$ cat src/core/dma_channel_control_pkg.sv
package dma_channel_control_pkg;
   // register map, byte offsets on the plain register port
   localparam logic [7:0] CTRL_OFFSET  = 8'h00;
   localparam logic [7:0] COUNT_OFFSET = 8'h04;
   localparam logic [7:0] START_OFFSET = 8'h08;

   // control register field positions
   localparam int CHANNEL_ENABLE_BIT  = 0;
   localparam int TRANSFER_END_BIT    = 1;
   localparam int END_IRQ_ENABLE_BIT  = 2;
   localparam int GAP_MODE_LSB        = 4;
   localparam int DST_KIND_LSB        = 8;
   localparam int SRC_KIND_LSB        = 12;
   localparam int HALF_END_FLAG_BIT   = 17;
   localparam int HALF_END_IRQ_BIT    = 18;
   localparam int PAIR_ERROR_BIT      = 20;
   localparam int OVERRUN_SEL_BIT     = 23;
   localparam logic [31:0] CTRL_RESET = 32'h0000_0000;

   // channels on which the optional controls exist
   localparam int OVERRUN_CHANNELS  = 2;
   localparam int HALF_END_CHANNELS = 4;

   // intermittent release gaps in bus clocks
   localparam logic [8:0] GAP_16  = 9'h010;
   localparam logic [8:0] GAP_64  = 9'h040;
   localparam logic [8:0] GAP_256 = 9'h100;

   typedef enum logic [2:0] {
      KIND_EXT_MEMORY,
      KIND_MAPPED_DEVICE,
      KIND_HANDSHAKE_DEVICE,
      KIND_PERIPHERAL,
      KIND_INTERNAL_MEMORY
   } endpoint_kind_e;

   typedef enum logic [1:0] {
      GAP_NONE,
      GAP_MODE_16,
      GAP_MODE_64,
      GAP_MODE_256
   } gap_mode_e;

   // one register port access
   typedef struct packed {
      logic [7:0]  addr;
      logic [31:0] wdata;
      logic        wr;
      logic        rd;
   } reg_req_s;
endpackage : dma_channel_control_pkg

$ cat src/core/dma_channel_control.sv
// Behaviour
// - bit 23 picks overrun 0 or 1, ch0-1
// - half-end flag set after half-count read; irq
// - half-end interrupt exists on channels 0-3 only
// - end irq when transfer-end set, enable on
// - transfer-end set at count zero, not on abort
// - handshake device pairs only with external memory or mapped device
`timescale 1ns/1ns
module dma_channel_control #(
   parameter int CHANNEL     = 0,
   parameter int COUNT_WIDTH = 24
) (
   input  wire logic                                 sys_clk,
   input  wire logic                                 rst,
   input  wire dma_channel_control_pkg::reg_req_s    reg_req,
   output logic [31:0]                               reg_rdata,
   input  wire logic                                 global_dma_enable,
   input  wire logic                                 transfer_request_pin,
   output logic                                      transfer_acknowledge_pin,
   output logic                                      bus_request,
   input  wire logic                                 bus_grant,
   output logic                                      read_strobe,
   input  wire logic                                 read_done,
   output logic                                      write_strobe,
   input  wire logic                                 write_done,
   output logic                                      transfer_done_irq,
   output logic                                      half_end_irq
);
   typedef enum logic [2:0] {IDLE, ARB, READ, WRITE, GAP} state_e;

   localparam logic [COUNT_WIDTH-1:0] ZERO_COUNT = '0;

   state_e                   state_q, state_d;
   logic [31:0]              ctrl_q, ctrl_d;
   logic [COUNT_WIDTH-1:0]   count_q, count_d;
   logic [COUNT_WIDTH-1:0]   start_q, start_d;
   logic [8:0]               gap_q, gap_d;
   logic                     skip_q, skip_d;
   logic                     te_seen_q, te_seen_d;
   logic [31:0]              rdata_q, rdata_d;
   logic                     ack_q, ack_d;
   logic                     breq_q, breq_d;
   logic                     rstb_q, rstb_d;
   logic                     wstb_q, wstb_d;
   logic                     dirq_q, dirq_d;
   logic                     hirq_q, hirq_d;

   logic [2:0] src_kind;
   logic [2:0] dst_kind;
   logic       pair_ok;
   logic       handshake;
   logic       enabled;
   logic       can_start;
   logic       ctrl_wr;

   // handshake end may only meet external memory or mapped device
   function automatic logic plain_external(input logic [2:0] k);
      return k == dma_channel_control_pkg::KIND_EXT_MEMORY ||
             k == dma_channel_control_pkg::KIND_MAPPED_DEVICE;
   endfunction : plain_external

   // decode of the programmed route and start conditions
   always_comb begin
      src_kind  = ctrl_q[dma_channel_control_pkg::SRC_KIND_LSB +: 3];
      dst_kind  = ctrl_q[dma_channel_control_pkg::DST_KIND_LSB +: 3];
      handshake = src_kind == dma_channel_control_pkg::KIND_HANDSHAKE_DEVICE ||
                  dst_kind == dma_channel_control_pkg::KIND_HANDSHAKE_DEVICE;
      pair_ok   = (src_kind != dma_channel_control_pkg::KIND_HANDSHAKE_DEVICE ||
                   plain_external(dst_kind)) &&
                  (dst_kind != dma_channel_control_pkg::KIND_HANDSHAKE_DEVICE ||
                   plain_external(src_kind));
      enabled   = ctrl_q[dma_channel_control_pkg::CHANNEL_ENABLE_BIT] && global_dma_enable;
      can_start = enabled && pair_ok && count_q != ZERO_COUNT &&
                  !ctrl_q[dma_channel_control_pkg::TRANSFER_END_BIT];
      ctrl_wr   = reg_req.wr && reg_req.addr == dma_channel_control_pkg::CTRL_OFFSET;
   end

   // register port, transfer sequencing and flag updates
   always_comb begin
      state_d   = state_q;
      ctrl_d    = ctrl_q;
      count_d   = count_q;
      start_d   = start_q;
      gap_d     = gap_q;
      skip_d    = skip_q;
      te_seen_d = te_seen_q;
      rdata_d   = 32'h0000_0000;
      rstb_d    = 1'b0;
      wstb_d    = 1'b0;
      // software writes first so that hardware sets below win
      if (ctrl_wr) begin
         ctrl_d = reg_req.wdata;
         // flags only clear by zero, pair error not at all, and transfer-end only after a read of one
         ctrl_d[dma_channel_control_pkg::TRANSFER_END_BIT] =
            ctrl_q[dma_channel_control_pkg::TRANSFER_END_BIT] &&
            !(te_seen_q && !reg_req.wdata[dma_channel_control_pkg::TRANSFER_END_BIT]);
         ctrl_d[dma_channel_control_pkg::HALF_END_FLAG_BIT] =
            ctrl_q[dma_channel_control_pkg::HALF_END_FLAG_BIT] &&
            reg_req.wdata[dma_channel_control_pkg::HALF_END_FLAG_BIT];
         ctrl_d[dma_channel_control_pkg::PAIR_ERROR_BIT] =
            ctrl_q[dma_channel_control_pkg::PAIR_ERROR_BIT];
         if (!ctrl_d[dma_channel_control_pkg::TRANSFER_END_BIT]) begin
            te_seen_d = 1'b0;
         end
      end
      if (reg_req.wr && reg_req.addr == dma_channel_control_pkg::COUNT_OFFSET) begin
         count_d = reg_req.wdata[COUNT_WIDTH-1:0];
         start_d = reg_req.wdata[COUNT_WIDTH-1:0];
      end
      if (reg_req.rd) begin
         case (reg_req.addr)
            dma_channel_control_pkg::CTRL_OFFSET: begin
               rdata_d = ctrl_q;
               if (ctrl_q[dma_channel_control_pkg::TRANSFER_END_BIT]) begin
                  te_seen_d = 1'b1;
               end
            end
            dma_channel_control_pkg::COUNT_OFFSET: rdata_d = 32'(count_q);
            dma_channel_control_pkg::START_OFFSET: rdata_d = 32'(start_q);
            default: rdata_d = 32'h0000_0000;
         endcase
      end
      // a refused route is reported rather than silently idled
      if (enabled && !pair_ok) begin
         ctrl_d[dma_channel_control_pkg::PAIR_ERROR_BIT] = 1'b1;
      end
      case (state_q)
         IDLE: begin
            if (skip_q) begin
               skip_d = 1'b0;
            end else if (can_start && transfer_request_pin) begin
               state_d = ARB;
            end
         end
         ARB: begin
            // a route made illegal while waiting for the bus never strobes
            if (!enabled || !pair_ok) begin
               state_d = IDLE;
            end else if (bus_grant) begin
               state_d = READ;
               rstb_d  = 1'b1;
            end
         end
         READ: begin
            if (read_done) begin
               count_d = count_q - 1'b1;
               // half point judged against the starting count
               if (count_d == (start_q >> 1) && start_q > 1) begin
                  ctrl_d[dma_channel_control_pkg::HALF_END_FLAG_BIT] = 1'b1;
               end
               state_d = WRITE;
               wstb_d  = 1'b1;
            end
         end
         WRITE: begin
            if (write_done) begin
               // abort shows as enable low; no end flag then
               if (count_q == ZERO_COUNT && enabled) begin
                  ctrl_d[dma_channel_control_pkg::TRANSFER_END_BIT] = 1'b1;
               end
               skip_d = ctrl_q[dma_channel_control_pkg::OVERRUN_SEL_BIT] &&
                        CHANNEL < dma_channel_control_pkg::OVERRUN_CHANNELS;
               case (ctrl_q[dma_channel_control_pkg::GAP_MODE_LSB +: 2])
                  dma_channel_control_pkg::GAP_MODE_16:  gap_d = dma_channel_control_pkg::GAP_16;
                  dma_channel_control_pkg::GAP_MODE_64:  gap_d = dma_channel_control_pkg::GAP_64;
                  dma_channel_control_pkg::GAP_MODE_256: gap_d = dma_channel_control_pkg::GAP_256;
                  default: gap_d = 9'h000;
               endcase
               // overrun 1 goes back to idle so the request level is resampled late
               state_d = (!enabled || count_q == ZERO_COUNT) ? IDLE :
                         (gap_d != 9'h000) ? GAP :
                         skip_d ? IDLE : ARB;
            end
         end
         GAP: begin
            // bus stays released for the whole gap
            gap_d = gap_q - 1'b1;
            if (!enabled) begin
               state_d = IDLE;
            end else if (gap_q == 9'h001) begin
               state_d = IDLE;
            end
         end
         default: state_d = IDLE;
      endcase
      breq_d = state_d == ARB || state_d == READ || state_d == WRITE;
      ack_d  = handshake && (state_d == READ || state_d == WRITE);
      dirq_d = ctrl_d[dma_channel_control_pkg::END_IRQ_ENABLE_BIT] &&
               ctrl_d[dma_channel_control_pkg::TRANSFER_END_BIT];
      hirq_d = CHANNEL < dma_channel_control_pkg::HALF_END_CHANNELS &&
               ctrl_d[dma_channel_control_pkg::HALF_END_IRQ_BIT] &&
               ctrl_d[dma_channel_control_pkg::HALF_END_FLAG_BIT];
   end

   // state registers only
   always_ff @(posedge sys_clk) begin
      if (rst) begin
         state_q   <= IDLE;
         ctrl_q    <= dma_channel_control_pkg::CTRL_RESET;
         count_q   <= '0;
         start_q   <= '0;
         gap_q     <= 9'h000;
         skip_q    <= 1'b0;
         te_seen_q <= 1'b0;
         rdata_q   <= 32'h0000_0000;
         ack_q     <= 1'b0;
         breq_q    <= 1'b0;
         rstb_q    <= 1'b0;
         wstb_q    <= 1'b0;
         dirq_q    <= 1'b0;
         hirq_q    <= 1'b0;
      end else begin
         state_q   <= state_d;
         ctrl_q    <= ctrl_d;
         count_q   <= count_d;
         start_q   <= start_d;
         gap_q     <= gap_d;
         skip_q    <= skip_d;
         te_seen_q <= te_seen_d;
         rdata_q   <= rdata_d;
         ack_q     <= ack_d;
         breq_q    <= breq_d;
         rstb_q    <= rstb_d;
         wstb_q    <= wstb_d;
         dirq_q    <= dirq_d;
         hirq_q    <= hirq_d;
      end
   end

   assign reg_rdata                = rdata_q;
   assign transfer_acknowledge_pin = ack_q;
   assign bus_request              = breq_q;
   assign read_strobe              = rstb_q;
   assign write_strobe             = wstb_q;
   assign transfer_done_irq        = dirq_q;
   assign half_end_irq             = hirq_q;
endmodule : dma_channel_control

$ cat config.mk
export PLATFORM = sky130hd
export DESIGN_NAME = dma_channel_control
export DESIGN_NICKNAME = d
export VERILOG_FILES = /design/src/core/dma_channel_control_pkg.sv /design/src/core/dma_channel_control.sv
export SDC_FILE = /design/constraint.sdc
export NUM_CORES = 1
export LEC_CHECK = 0
export ABC_CLOCK_PERIOD_IN_PS = 8300
export BUFFER_PORTS_ARGS = -buffer_cell sky130_fd_sc_hd__buf_2
export CORE_AREA = 2 2 98 118
export CTS_BUF_LIST = sky130_fd_sc_hd__clkbuf_16
export DETAILED_ROUTE_END_ITERATION = 8
export DIE_AREA = 0 0 100 120
export PLACE_DENSITY = 0.81
export SYNTH_ARGS = -nofsm -noshare
export SYNTH_HDL_FRONTEND = slang
export SYNTH_SLANG_ARGS = --single-unit
$ cat constraint.sdc
create_clock -name sys_clk -period 8.3 [get_ports sys_clk]
set_input_delay 1.66 -clock sys_clk [delete_from_list [all_inputs] [get_ports sys_clk]]
set_output_delay 1.66 -clock sys_clk [all_outputs]
set_load 0.01 [all_outputs]
==> results_dict.tcl <==
set metrics [dict create \
    path_delay_family "simple AND/OR/NAND/NOR gates" \
    synth_common_cells "nand2_1, dfxtp_1, nor2_1" \
    die_y_um 120 \
    yosys_warnings 0 \
    layout_min_cycle_time_ns 4.27 \
    antennaDiodeCount 0 \
    cp-end-kind "flop" \
    critPathSlowestCell "or3_1" \
    ys.flop_type "dfxtp_1" \
    drt_first_pass_iters 7 \
    cp_cell_sequence "buf_2, or3_1, nand2_1, a31oi_1, a21oi_1, nor2_1" \
    grt_use_total 0.320 \
    reg2reg_slack_ns 4.68 \
    holdPathStages 2 \
    slew_headroom 0.258 \
    fin_nets 923 \
    comb_power_share 0.035 \
    placement.io_buffers 86 \
    insertion_delay_ns 0.42 \
    cts.clk_slew.worst_paths_ns 0.06 \
    endpoint "count_q[18]$_SDFF_PP0_" \
    ir_drop_mv 0.126 \
    fin_skew_ns 0.00584 \
    coreArea_mm2 0.0109 \
    worstSetupStartpoint "reg_req[37]" \
    grt_max_degree 70 \
    power_leakage_uw 0.00292 \
    synth_enable_flop_cells 0 \
    crit_cells 6 \
    cts.sinks 132 \
    wl_mm 18.7 \
    row_count 42 \
    cp-start-kind "input pin" \
    post-route-period-util 0.515 \
    wire_per_inst_um 18.5 \
    place_inst 984 \
    arrival_ns 4.62 \
    setup_viol 0 \
    grt_pass1_vias 6144 \
    synthCells 818 \
    post_cts_buffers 0 \
    fin_tns_setup_ns 0 \
    route.detailed.vias_per_inst 6.29 \
    path_class "input pin to flop" \
    synth-seq-cells 132 \
    antenna_found_initial 0 \
    power.switching_uw 296 \
    worstMarginPinSlew_ns 1.11 \
    p_int_uw 1010 \
    syn_area_mm2 0.00638 \
    stdcell_count 1013 \
    cts_hold_buf 0 \
    dp_hpwl_mm 12.5 \
    pre_cts_slack_ns 3.70 \
    cts-root-buf "clkbuf_16" \
    drc 0 \
    hold_viol_final 0 \
    syn-num-nets 870 \
    synth_top_area_share 0.414 \
    maxCapViolCount 0 \
    async_reset_ff_frac 0 \
    die_w_um 100 \
    yosysUniqueCellTypes 60 \
    syn2layout_area_growth_pct 14.3 \
    drv_slew 0 \
    rsz0062_at_grt "no" \
    r2r-start "count_q[0]$_SDFF_PP0_" \
    htree_num_levels 4 \
    grt_pass1_wl_mm 30.4 \
    crit_path_max_fanout 30 \
    status "complete, no violations" \
    fin_ws_ns 4.03 \
    worstReg2RegEnd "ctrl_q[17]$_SDFF_PP0_" \
    yosysSeqAreaShare 0.414 \
    critPathBufInv 1 \
    power.share.sequential 0.485 \
    fin_util 0.667 \
    dieArea_mm2 0.0120 \
    p_clk_frac 0.480 \
    fillers 940 \
    syn_area_per_cell_um2 7.80 \
    grt-ovfl-total 0 \
    fmax_mhz 234 \
    gp_congestion 0.952 \
    switching_share 0.226 \
    synth_top_area_cell "dfxtp_1" \
    synthTopCellsByArea "dfxtp_1, nand2_1, a21oi_1" \
    power.density_mw_per_mm2 180 \
    cts_buffers 17 \
    post_cts_resized 0 \
    timing.reg2reg.worst_path_depth 9 \
    clk_path_buf_depth 2 \
    hold_slack_ns 0.450 \
    required_ns 8.65 \
    io_pins 87 \
    ant_nets 0 \
    cts_tree "built" \
    critical_path.max_stage_delay_ns 0.97 \
    start_util 0.584 \
    initialDrtViolationCount 560 \
    hold_class "flop to flop" \
    yosysMostFrequentCell "nand2_1" \
    drive_gt1_frac 0.148 \
    vias 6375 \
]
power groups by stage:
stage	registers (µW)	logic, µW	clock network [µW]
after global placement	649	44.1	0
after floorplan	648	23.1	0
after global routing	635	49.0	658
after detailed placement	649	44.9	0
after CTS	635	45.2	630
final	635	46.2	629
worst min-delay path: cells and delay by family (launching register included):
family	cells	cell delay, ns
flops	1	0.30
simple gates	1	0.05
compound gates	1	0.05
final cells by class:
class / instances / area (µm²) / area share
clock buffers: 17 / 425 / 0.0583
clock inverters: 12 / 55.1 / 0.00755
inverters: 10 / 37.5 / 0.00515
multi-input cells: 615 / 3470 / 0.476
flip-flops and latches: 132 / 2640 / 0.362
well taps: 132 / 165 / 0.0226
repair buffers: 95 / 498 / 0.0683
flip-flops by register name, summed over array words and instances (netlist names), 3 cells and up:
signal and count:
ctrl_q 32, reg_rdata 32, count_q 24, start_q 24
gap_q 9, state_q 3
worst min-delay path by stage:
stage / start / slack [ns] / endpoint
finish: ctrl_q[28]$_SDFFE_PP0P_ / 0.45 / ctrl_q[28]$_SDFFE_PP0P_
global route: ctrl_q[25]$_SDFFE_PP0P_ / 0.47 / reg_rdata[25]$_SDFF_PP0_
CTS: ctrl_q[26]$_SDFFE_PP0P_ / 0.45 / ctrl_q[26]$_SDFFE_PP0P_
detailed placement: ctrl_q[26]$_SDFFE_PP0P_ / 0.44 / reg_rdata[26]$_SDFF_PP0_
global placement: ctrl_q[30]$_SDFFE_PP0P_ / 0.44 / ctrl_q[30]$_SDFFE_PP0P_
floorplan: ctrl_q[24]$_SDFFE_PP0P_ / 0.43 / reg_rdata[24]$_SDFF_PP0_
stage by stage:
stage,cell area [µm²],total power [µW]
final,7290,1310
after global routing,7290,1340
after CTS,7290,1310
after detailed placement,6810,694
after global placement,6810,693
after floorplan,6380,671
cells by family after synthesis:
logic type               count (synthesis)  share of synthesized area
AND/OR/NAND/NOR                        373                      0.276
AO/OA/AOI/OAI                          183                      0.177
flip-flops                             132                      0.414
buffers and inverters                   71                     0.0435
multiplexers                            30                     0.0475
XOR/XNOR                                26                     0.0357
adder cells (fa/ha/maj)                  3                    0.00589
placed cells by master (no fill, tap or decap), types with 5 or more instances in the layout:
cell,netlist,final
buf_2,3,86
or3_1,9,9
nor3_1,24,23
and2_1,12,12
clkbuf_16,0,17
buf_4,0,9
a222oi_1,5,5
a31oi_1,11,11
nand4_1,5,5
nand2b_1,7,7
dfxtp_1,132,132
nor2b_1,11,11
xnor2_1,16,16
a221oi_1,9,9
a22oi_1,5,5
o21ai_0,23,23
a21oi_1,97,97
nor4_1,19,19
or4_1,6,6
mux2i_1,28,28
nand2_1,133,133
nand3_1,9,9
inv_1,10,14
nor2_1,110,110
xor2_1,10,10
per-layer routing:
metal | vias to the layer above | GRT usage | share of wire
met2 | 345 | 0.530 | 0.49
met4 | 0 | 0.147 | 0.025
met3 | 50 | 0.0676 | 0.093
met5 | - | 0 | 0
met1 | 3016 | 0.396 | 0.39
li1 | 2964 | - | -
Note: power is estimated with default switching activity, not from simulation.
